$ cat src/common/qlvt_pkg.sv
// package: constants and carriers for the quad-link enable-only video timing monitor
package qlvt_pkg;
	localparam int unsigned SYS_KHZ       = 125000;
	localparam int unsigned SYS_HZ        = 125000000;
	// per-link line and frame geometry in pixel clocks and lines
	localparam logic [11:0] H_ACTIVE      = 12'h1E0;
	localparam logic [11:0] H_BLANK_MIN   = 12'h028;
	localparam logic [11:0] H_BLANK_MAX   = 12'h0C8;
	localparam logic [10:0] V_ACTIVE      = 11'h438;
	localparam logic [8:0]  VB_HI_MIN     = 9'h014;
	localparam logic [8:0]  VB_HI_MAX     = 9'h056;
	localparam logic [8:0]  VB_LO_MIN     = 9'h0E4;
	localparam logic [8:0]  VB_LO_MAX     = 9'h12C;
	localparam logic [11:0] H_TOTAL_RST   = 12'h226;
	// pixel clock window, counted over a fixed span of system cycles
	localparam int unsigned PCLK_MIN_KHZ  = 66970;
	localparam int unsigned PCLK_MAX_KHZ  = 78000;
	localparam int unsigned PCLK_WIN      = 1024;
	localparam logic [10:0] PCLK_MIN_CNT  = 11'((PCLK_MIN_KHZ * PCLK_WIN + SYS_KHZ - 1) / SYS_KHZ);
	localparam logic [10:0] PCLK_MAX_CNT  = 11'((PCLK_MAX_KHZ * PCLK_WIN) / SYS_KHZ);
	// frame rate windows in hertz
	localparam int unsigned FR_HI_MIN_HZ  = 108;
	localparam int unsigned FR_HI_MAX_HZ  = 122;
	localparam int unsigned FR_LO_MIN_HZ  = 95;
	localparam int unsigned FR_LO_MAX_HZ  = 104;
	localparam int unsigned FR_HI_MIN_CYC = (SYS_HZ + FR_HI_MAX_HZ - 1) / FR_HI_MAX_HZ;
	localparam int unsigned FR_HI_MAX_CYC = SYS_HZ / FR_HI_MIN_HZ;
	localparam int unsigned FR_LO_MIN_CYC = (SYS_HZ + FR_LO_MAX_HZ - 1) / FR_LO_MAX_HZ;
	localparam int unsigned FR_LO_MAX_CYC = SYS_HZ / FR_LO_MIN_HZ;
	// register map
	localparam logic [7:0]  ADDR_CTRL     = 8'h00;
	localparam logic [7:0]  ADDR_STATUS   = 8'h04;
	localparam logic [7:0]  ADDR_MASK     = 8'h08;
	localparam logic [7:0]  ADDR_PINS     = 8'h0C;
	localparam logic [7:0]  ADDR_MEAS     = 8'h10;
	localparam logic [0:0]  CTRL_RST      = 1'h0;
	localparam logic [6:0]  MASK_RST      = 7'h00;
	localparam int unsigned ST_HACT       = 0;
	localparam int unsigned ST_HBLK       = 1;
	localparam int unsigned ST_VACT       = 2;
	localparam int unsigned ST_VBLK       = 3;
	localparam int unsigned ST_PCLK       = 4;
	localparam int unsigned ST_FRATE      = 5;
	localparam int unsigned ST_FRAME      = 6;
	localparam logic [6:0]  FAULT_BITS    = 7'h3F;

	typedef struct packed {
		logic pclk;
		logic de;
		logic depth_sel;
		logic map_sel;
		logic ldim;
		logic pwm;
		logic bl_power;
	} qlvt_pins_t;

	typedef enum logic [1:0] {
		QLVT_HUNT  = 2'b00,
		QLVT_LOCK  = 2'b01
	} qlvt_state_t;
endpackage

$ cat src/hw/qlvt_sync.sv
// two-flop synchroniser for a vector of asynchronous pins
`timescale 1ns/1ps
module qlvt_sync #(
	parameter int W = 1
) (
	input  wire logic         clk_sys,
	input  wire logic         rst_n,
	input  wire logic [W-1:0] d,
	output logic      [W-1:0] q
);
	logic [W-1:0] meta_r;

	always_ff @(posedge clk_sys or negedge rst_n) begin
		if (!rst_n) begin
			meta_r <= '0;
			q      <= '0;
		end else begin
			meta_r <= d;
			q      <= meta_r;
		end
	end
endmodule

$ cat src/hw/qlvt_monitor.sv
// enable-only framing monitor and backlight control for the quad-link panel input
// Contract
// - framing uses data enable only; sync inputs are ignored
// - extra lane pairs of links three and four used only in 10-bit
// - status pin driven low normally, released open on a fault
// - dimming input high lights while backlight power control is high, low blanks; open means full duty
// - depth select high or open gives 10-bit, low gives 8-bit
// - map select high gives JEIDA ordering, low or open VESA
// - local dimming enable high turns it on, low off
`timescale 1ns/1ps
module qlvt_monitor #(
	parameter int unsigned FR_HI_MIN = qlvt_pkg::FR_HI_MIN_CYC,
	parameter int unsigned FR_HI_MAX = qlvt_pkg::FR_HI_MAX_CYC,
	parameter int unsigned FR_LO_MIN = qlvt_pkg::FR_LO_MIN_CYC,
	parameter int unsigned FR_LO_MAX = qlvt_pkg::FR_LO_MAX_CYC
) (
	input  wire logic        clk_sys,
	input  wire logic        rst_n,
	input  wire logic        pixel_clock,
	input  wire logic        data_enable,
	input  wire logic        hsync,
	input  wire logic        vsync,
	input  wire logic        depth_select,
	input  wire logic        map_select,
	input  wire logic        local_dimming_enable,
	input  wire logic        external_dimming_pwm,
	input  wire logic        backlight_power_control,
	input  wire logic [7:0]  reg_addr,
	input  wire logic [31:0] reg_wdata,
	input  wire logic        reg_wr,
	input  wire logic        reg_rd,
	output logic      [31:0] reg_rdata,
	output logic             irq,
	output logic             bl_status_o,
	output logic             bl_status_oe_n,
	output logic             backlight_on,
	output logic             local_dimming_on,
	output logic             lane_e_used,
	output logic             jeida_map
);
	qlvt_pkg::qlvt_pins_t pins_raw;
	qlvt_pkg::qlvt_pins_t pins_s;
	qlvt_pkg::qlvt_state_t state_r;
	logic        pclk_d_r;
	logic        de_prev_r;
	logic        pclk_rise;
	logic        de_rise;
	logic        de_fall;
	logic [11:0] run_r;
	logic [11:0] htotal_r;
	logic [11:0] vb_sub_r;
	logic [8:0]  vb_lines_r;
	logic [10:0] line_cnt_r;
	logic [11:0] hblank_last_r;
	logic [20:0] frame_cyc_r;
	logic [9:0]  win_r;
	logic [10:0] edge_cnt_r;
	logic [1:0]  sync_vld_r;
	logic [0:0]  ctrl_r;
	logic [6:0]  status_r;
	logic [6:0]  mask_r;
	logic [6:0]  evt;
	logic [6:0]  clr;
	logic        vb_bad;
	logic        fr_bad;
	logic        fault;

	// hsync and vsync are deliberately not sampled
	assign pins_raw = '{pclk: pixel_clock, de: data_enable, depth_sel: depth_select, map_sel: map_select,
		ldim: local_dimming_enable, pwm: external_dimming_pwm, bl_power: backlight_power_control};

	qlvt_sync #(.W($bits(qlvt_pkg::qlvt_pins_t))) u_sync (
		.clk_sys (clk_sys),
		.rst_n   (rst_n),
		.d       (pins_raw),
		.q       (pins_s)
	);

	// synchroniser output reads zero until filled; keeps lane_e_used from glitching low after reset
	always_ff @(posedge clk_sys or negedge rst_n) begin
		if (!rst_n) begin
			sync_vld_r <= 2'b00;
		end else begin
			sync_vld_r <= {sync_vld_r[0], 1'b1};
		end
	end

	// de shares the pclk sync path so both stay aligned at the sampled edge
	assign pclk_rise = pins_s.pclk & ~pclk_d_r;
	assign de_rise   = pclk_rise & pins_s.de & ~de_prev_r;
	assign de_fall   = pclk_rise & ~pins_s.de & de_prev_r;

	always_ff @(posedge clk_sys or negedge rst_n) begin
		if (!rst_n) begin
			pclk_d_r  <= 1'b0;
			de_prev_r <= 1'b0;
		end else begin
			pclk_d_r <= pins_s.pclk;
			if (pclk_rise) begin
				de_prev_r <= pins_s.de;
			end
		end
	end

	// run length of the current enable level, saturating
	always_ff @(posedge clk_sys or negedge rst_n) begin
		if (!rst_n) begin
			run_r <= 12'h000;
		end else if (de_rise || de_fall) begin
			run_r <= 12'h001;
		end else if (pclk_rise && run_r != 12'hFFF) begin
			run_r <= run_r + 12'h001;
		end
	end

	// vertical blank lines counted in units of the last line total
	always_ff @(posedge clk_sys or negedge rst_n) begin
		if (!rst_n) begin
			vb_sub_r   <= 12'h000;
			vb_lines_r <= 9'h000;
		end else if (de_fall) begin
			vb_sub_r   <= 12'h001;
			vb_lines_r <= 9'h000;
		end else if (pclk_rise && !pins_s.de) begin
			if (vb_sub_r >= htotal_r - 12'h001) begin
				vb_sub_r <= 12'h000;
				if (vb_lines_r != 9'h1FF) begin
					vb_lines_r <= vb_lines_r + 9'h001;
				end
			end else begin
				vb_sub_r <= vb_sub_r + 12'h001;
			end
		end
	end

	logic vb_window;
	assign vb_window = de_rise && run_r > qlvt_pkg::H_BLANK_MAX;

	always_ff @(posedge clk_sys or negedge rst_n) begin
		if (!rst_n) begin
			line_cnt_r    <= 11'h000;
			htotal_r      <= qlvt_pkg::H_TOTAL_RST;
			hblank_last_r <= 12'h000;
			state_r       <= qlvt_pkg::QLVT_HUNT;
		end else if (de_rise) begin
			if (vb_window) begin
				line_cnt_r <= 11'h001;
				state_r    <= qlvt_pkg::QLVT_LOCK;
			end else begin
				line_cnt_r    <= line_cnt_r + 11'h001;
				hblank_last_r <= run_r;
				htotal_r      <= run_r + qlvt_pkg::H_ACTIVE;
			end
		end
	end

	assign vb_bad = ctrl_r[0] ? (vb_lines_r < qlvt_pkg::VB_LO_MIN || vb_lines_r > qlvt_pkg::VB_LO_MAX)
		: (vb_lines_r < qlvt_pkg::VB_HI_MIN || vb_lines_r > qlvt_pkg::VB_HI_MAX);
	assign fr_bad = ctrl_r[0] ? (frame_cyc_r < 21'(FR_LO_MIN) || frame_cyc_r > 21'(FR_LO_MAX))
		: (frame_cyc_r < 21'(FR_HI_MIN) || frame_cyc_r > 21'(FR_HI_MAX));

	// frame period in system cycles
	always_ff @(posedge clk_sys or negedge rst_n) begin
		if (!rst_n) begin
			frame_cyc_r <= 21'h000000;
		end else if (vb_window) begin
			frame_cyc_r <= 21'h000001;
		end else if (frame_cyc_r != 21'h1FFFFF) begin
			frame_cyc_r <= frame_cyc_r + 21'h000001;
		end
	end

	// pixel clock edges counted over a fixed window
	always_ff @(posedge clk_sys or negedge rst_n) begin
		if (!rst_n) begin
			win_r      <= 10'h000;
			edge_cnt_r <= 11'h000;
		end else begin
			win_r <= win_r + 10'h001;
			if (win_r == 10'h3FF) begin
				edge_cnt_r <= {10'h000, pclk_rise};
			end else if (pclk_rise) begin
				edge_cnt_r <= edge_cnt_r + 11'h001;
			end
		end
	end

	logic locked;
	assign locked = state_r == qlvt_pkg::QLVT_LOCK;

	always_comb begin
		evt = 7'h00;
		evt[qlvt_pkg::ST_HACT]  = de_fall && run_r != qlvt_pkg::H_ACTIVE;
		evt[qlvt_pkg::ST_HBLK]  = de_rise && !vb_window && line_cnt_r != 11'h000
			&& run_r < qlvt_pkg::H_BLANK_MIN;
		evt[qlvt_pkg::ST_VACT]  = vb_window && locked && line_cnt_r != qlvt_pkg::V_ACTIVE;
		evt[qlvt_pkg::ST_VBLK]  = vb_window && locked && vb_bad;
		evt[qlvt_pkg::ST_PCLK]  = win_r == 10'h3FF && (edge_cnt_r < qlvt_pkg::PCLK_MIN_CNT
			|| edge_cnt_r > qlvt_pkg::PCLK_MAX_CNT);
		evt[qlvt_pkg::ST_FRATE] = vb_window && locked && fr_bad;
		evt[qlvt_pkg::ST_FRAME] = vb_window;
	end

	assign clr = (reg_wr && reg_addr == qlvt_pkg::ADDR_STATUS) ? reg_wdata[6:0] : 7'h00;

	// set wins over a write-one clear in the same cycle
	always_ff @(posedge clk_sys or negedge rst_n) begin
		if (!rst_n) begin
			status_r <= 7'h00;
		end else begin
			status_r <= (status_r & ~clr) | evt;
		end
	end

	always_ff @(posedge clk_sys or negedge rst_n) begin
		if (!rst_n) begin
			ctrl_r <= qlvt_pkg::CTRL_RST;
			mask_r <= qlvt_pkg::MASK_RST;
		end else if (reg_wr) begin
			if (reg_addr == qlvt_pkg::ADDR_CTRL) begin
				ctrl_r <= reg_wdata[0:0];
			end else if (reg_addr == qlvt_pkg::ADDR_MASK) begin
				mask_r <= reg_wdata[6:0];
			end
		end
	end

	always_ff @(posedge clk_sys or negedge rst_n) begin
		if (!rst_n) begin
			reg_rdata <= 32'h00000000;
		end else if (reg_rd) begin
			if (reg_addr == qlvt_pkg::ADDR_CTRL) begin
				reg_rdata <= {31'h00000000, ctrl_r};
			end else if (reg_addr == qlvt_pkg::ADDR_STATUS) begin
				reg_rdata <= {25'h0000000, status_r};
			end else if (reg_addr == qlvt_pkg::ADDR_MASK) begin
				reg_rdata <= {25'h0000000, mask_r};
			end else if (reg_addr == qlvt_pkg::ADDR_PINS) begin
				reg_rdata <= {27'h0000000, backlight_on, local_dimming_on, jeida_map, lane_e_used, locked};
			end else if (reg_addr == qlvt_pkg::ADDR_MEAS) begin
				reg_rdata <= {4'h0, hblank_last_r, 5'h00, line_cnt_r};
			end else begin
				reg_rdata <= 32'h00000000;
			end
		end else begin
			reg_rdata <= 32'h00000000;
		end
	end

	assign fault = |(status_r & qlvt_pkg::FAULT_BITS);

	// pin outputs; open pins rely on board pulls, so open depth reads high and open map reads low
	always_ff @(posedge clk_sys or negedge rst_n) begin
		if (!rst_n) begin
			irq              <= 1'b0;
			bl_status_o      <= 1'b0;
			bl_status_oe_n   <= 1'b0;
			backlight_on     <= 1'b0;
			local_dimming_on <= 1'b0;
			lane_e_used      <= 1'b1;
			jeida_map        <= 1'b0;
		end else begin
			irq              <= |(status_r & mask_r);
			bl_status_o      <= 1'b0;
			bl_status_oe_n   <= fault;
			backlight_on     <= pins_s.pwm & pins_s.bl_power;
			local_dimming_on <= pins_s.ldim;
			lane_e_used      <= pins_s.depth_sel | ~sync_vld_r[1];
			jeida_map        <= pins_s.map_sel;
		end
	end
endmodule

$ cat config.mk
export PLATFORM = sky130hd
export DESIGN_NAME = qlvt_monitor
export DESIGN_NICKNAME = d
export VERILOG_FILES = /design/src/common/qlvt_pkg.sv /design/src/hw/qlvt_sync.sv /design/src/hw/qlvt_monitor.sv
export SDC_FILE = /design/constraint.sdc
export NUM_CORES = 1
export LEC_CHECK = 0
export BUFFER_PORTS_ARGS = -buffer_cell sky130_fd_sc_hd__buf_2
export CELL_PAD_IN_SITES_DETAIL_PLACEMENT = 2
export CELL_PAD_IN_SITES_GLOBAL_PLACEMENT = 2
export CORE_ASPECT_RATIO = 1.5
export CORE_MARGIN = 2
export CORE_UTILIZATION = 39
export CTS_BUF_LIST = sky130_fd_sc_hd__clkbuf_4
export DETAILED_ROUTE_END_ITERATION = 6
export PLACE_DENSITY_LB_ADDON = 0.1
export SETUP_SLACK_MARGIN = 0.5
export SYNTH_ARGS = -nofsm -noshare
export SYNTH_HDL_FRONTEND = slang
export SYNTH_HIERARCHICAL = 1
export SYNTH_SLANG_ARGS = --single-unit
$ cat constraint.sdc
create_clock -name clk_sys -period 3.8 [get_ports clk_sys]
set_input_delay 0.38 -clock clk_sys [delete_from_list [all_inputs] [get_ports clk_sys]]
set_output_delay 0.38 -clock clk_sys [all_outputs]
set_load 0.1 [all_outputs]
==> out/results.tsv <==
stage	metric	value	unit
outcome	status	completed	
critical_path	worstPathCellList	or4_1 -> nor3_1 -> xnor2_1 -> ha_1 -> nand4_1 -> nor4_4 -> a21oi_1 -> a21oi_1 -> buf_6 -> a211oi_1 -> a31o_2	
timing	fin_tns_setup	0	ns
synthesis	avgSynthCellArea	10.1	µm²
detailed_routing	first_pass_iters	4	
critical_path	crit_path_end_kind	register	
finish	layout.nets	974	
timing	fmax	324	MHz
synthesis	syn_inst	845	
timing	hold_viol_final	0	
synthesis	ys_seq_area_share	50.2	%
detailed_routing	ant_nets	0	
timing	setup_violations	0	
critical_path	arrival	3.57	ns
finish	area_delta_synth_final	9.74	%
die	rows	66	
detailed_routing	drt_iter0_markers	203	
clock_network	htree_levels	4	
global_route	grt-ovfl-total	0	
clock_network	clk_pin_slew	0.15	ns
global_route	grtUsageTotal	20.4	%
finish	drive_above_1_share	14.9	%
global_route	grt_pass1_wl	37700	µm
place	io_buffers	54	
global_route	grt_antenna_before_repair	1	
clock_network	cts_made_buffers	17	
clock_network	root_buffer	clkbuf_4	
place	post-place-ws	0.252	ns
clock_network	cts_tree	built	
global_route	grt_max_degree	93	
timing	rsz0062_at_grt	no	
critical_path	startpoint_type	register	
timing	slew_viol_final	0	
detailed_routing	drc	0	
critical_path	crit_slowest_cell	or4_1	
detailed_routing	vias	6438	
detailed_routing	wire_per_inst	18.8	µm
timing	worst_slew_pin_slew	0.902	ns
critical_path	crit_top_cell	a21oi_1	
timing	fin_hold_ws	0.0644	ns
timing	finalClockSkew	0.0211	ns
clock_network	clockBufferDepth	2	
timing	min_period	3.09	ns
synthesis	async_flop_share	100	%
critical_path	cpPeakStageDelay	0.56	ns
die	top_level_ports	92	
synthesis	yosys_warnings	6	
critical_path	crit_buf_inv	1	
synthesis	synth_edf_count	0	
global_route	grt_pass1_vias	7249	
pwr	p_leak	4.29	nW
die	dieWidth	125	µm
hold_path	min_path_type	primary input to register	
finish	final_cell_mix	dfrtp_1 (164), nor2_1 (95), nand2_1 (74)	
place	hpwlAfterDp	16400	µm
pwr	p_per_area	418	mW/mm²
pwr	peakVddDrop	0.201	mV
die	coreArea	0.0216	mm²
critical_path	critPathMaxFanout	15	
timing	max_slew_margin	39.3	%
critical_path	worstPathRequired	4.28	ns
critical_path	criticalPathCategory	register to register	
clock_network	clock_latency	0.59	ns
timing	fin_crit_sh	81.3	%
synthesis	synth_area	0.00849	mm²
finish	fillCellCount	2334	
place	gp_congestion	0.826	
critical_path	cp_top_family	simple AND/OR/NAND/NOR gates	
clock_network	cts_sinks	170	
synthesis	ys_seq_elements	170	
die	die_h	185	µm
die	dieArea	0.0230	mm²
synthesis	yosysUniqueCellTypes	68	
synthesis	synth_flop_cell	dfrtp_1	
detailed_routing	viasPerCell	5.46	
die	start_util	39.4	%
clock_network	cts_setup_buffers	0	
flow_run	max_cap_viol_count	0	
detailed_routing	drt-total-wl	22200	µm
timing	layout_setup_ws	0.710	ns
finish	final_common_cell	dfrtp_1	
synthesized netlist by cell type (4+ instances only):
cell type	number	share of area, %
a21o_1	4	0.35
a21oi_1	35	2.1
a22oi_1	8	0.71
a31o_2	5	0.52
a31oi_1	4	0.29
and2_1	24	1.8
and3_1	18	1.3
and4_1	5	0.52
buf_2	11	0.65
buf_4	14	1.2
buf_6	4	0.53
clkbuf_1	18	0.80
dfrtp_1	165	49
dfstp_2	5	1.5
ha_1	27	4.0
inv_1	21	0.93
mux2_2	18	2.4
nand2_1	74	3.3
nand2b_1	5	0.37
nand3_1	32	1.9
nand4_1	21	1.5
nor2_1	95	4.2
nor2b_1	10	0.74
nor3_1	27	1.6
nor4_1	17	1.3
o21ai_0	29	1.7
or3_1	10	0.74
xnor2_1	32	3.3
xor2_1	38	3.9
worst register-to-register path, stage by stage (launching register included):
cell	delay (ns)
dfrtp_2	0.48
or4_1	0.56
nor3_1	0.21
xnor2_1	0.10
ha_1	0.32
nand4_1	0.18
nor4_4	0.25
a21oi_1	0.16
a21oi_1	0.21
buf_6	0.18
a211oi_1	0.10
a31o_2	0.22
cell type report:
cell class                      instances  area, µm²  area share, %
Antenna cell                            1       2.50         0.0268
Clock buffer                           20        150           1.61
Clock inverter                         12        125           1.34
Inverter                               21       78.8          0.846
Multi-Input combinational cell        610       3890           41.8
Sequential cell                       170       4260           45.7
Tap cell                              272        340           3.65
Timing Repair Buffer                   74        470           5.05
where the power goes:
| group | total, mW | internal, mW | switching [mW] |
|---|---|---|---|
| registers | 2.14 | 1.95 | 0.190 |
| clock network | 1.06 | 0.410 | 0.652 |
| logic | 0.690 | 0.250 | 0.440 |
metrics by stage:
| stage | power, mW | utilization [%] | std cells | instance area [µm²] |
|---|---|---|---|---|
| floorplan | 2.57 | - | 854 | 8530 |
| global placement | 2.79 | 41.2 | 1136 | 8890 |
| detailed placement | 2.86 | 41.2 | 1136 | 8890 |
| CTS | 3.97 | 43.2 | 1179 | 9310 |
| global route | 4.14 | 43.2 | 1180 | 9320 |
| finish | 3.89 | 43.2 | 1180 | 9320 |
logic make-up (layout without fill, tap and decap cells):
logic type | after synthesis | after routing | share of synthesized area (%)
DFF | 170 | 170 | 50.2
AOI/OAI and AO/OA | 122 | 122 | 9.50
xor gates and xnor gates | 70 | 70 | 7.22
buffers and inverters | 74 | 127 | 4.89
adders and majority gates | 27 | 27 | 3.98
muxes | 21 | 21 | 2.74
other | 2 | 12 | 0.0884
and+or+nand+nor | 359 | 359 | 21.4
sequential cells by signal, indices dropped and copies added (netlist names), 7 cells and up:
signal and cells:
edge_cnt_r 11, frame_cyc_r 21, hblank_last_r 9, htotal_r 12, line_cnt_r 11, mask_r 7
reg_rdata 23, run_r 12, status_r 7, u_sync/meta_r 7, u_sync/q 7, vb_lines_r 9
vb_sub_r 12, win_r 10
metal layers:
| layer | vias up | track usage (%) | wire (µm) |
|---|---|---|---|
| li1 | 3018 | - | - |
| met1 | 3312 | 22.8 | 8660 |
| met2 | 84 | 39.1 | 12600 |
| met3 | 24 | 3.45 | 533 |
| met4 | 0 | 6.70 | 442 |
| met5 | - | 0 | 0 |
timing repair:
| item | in CTS | in global routing |
|---|---|---|
| pin swaps | 0 | 2 |
| cloned | 0 | 0 |
| resized for setup | 5 | 3 |
| endpoints found under the hold margin | 95 | 0 |
| setup endpoints to repair | 20 | 7 |
| hold buffers | 11 | 0 |
worst paths after layout:
path                                                   to  slack (ns)                       start  cells after the start
worst max-delay path            vb_lines_r[5]$_DFFE_PN0P_        0.71     htotal_r[7]$_DFFE_PN0P_                     11
worst min-delay path                mask_r[1]$_DFFE_PN0P_        0.06                reg_wdata[1]                      2
worst max register to register  vb_lines_r[5]$_DFFE_PN0P_        0.71     htotal_r[7]$_DFFE_PN0P_                     11
worst min register to register      u_sync/q[5]$_DFF_PN0_        0.37  u_sync/meta_r[5]$_DFF_PN0_                      0
max in group asynchronous       edge_cnt_r[8]$_DFFE_PN0P_        2.50                       rst_n                      3
min in group asynchronous           u_sync/q[3]$_DFF_PN0_        0.40                       rst_n                      2
No activity file was read; power rests on OpenSTA's default activity.
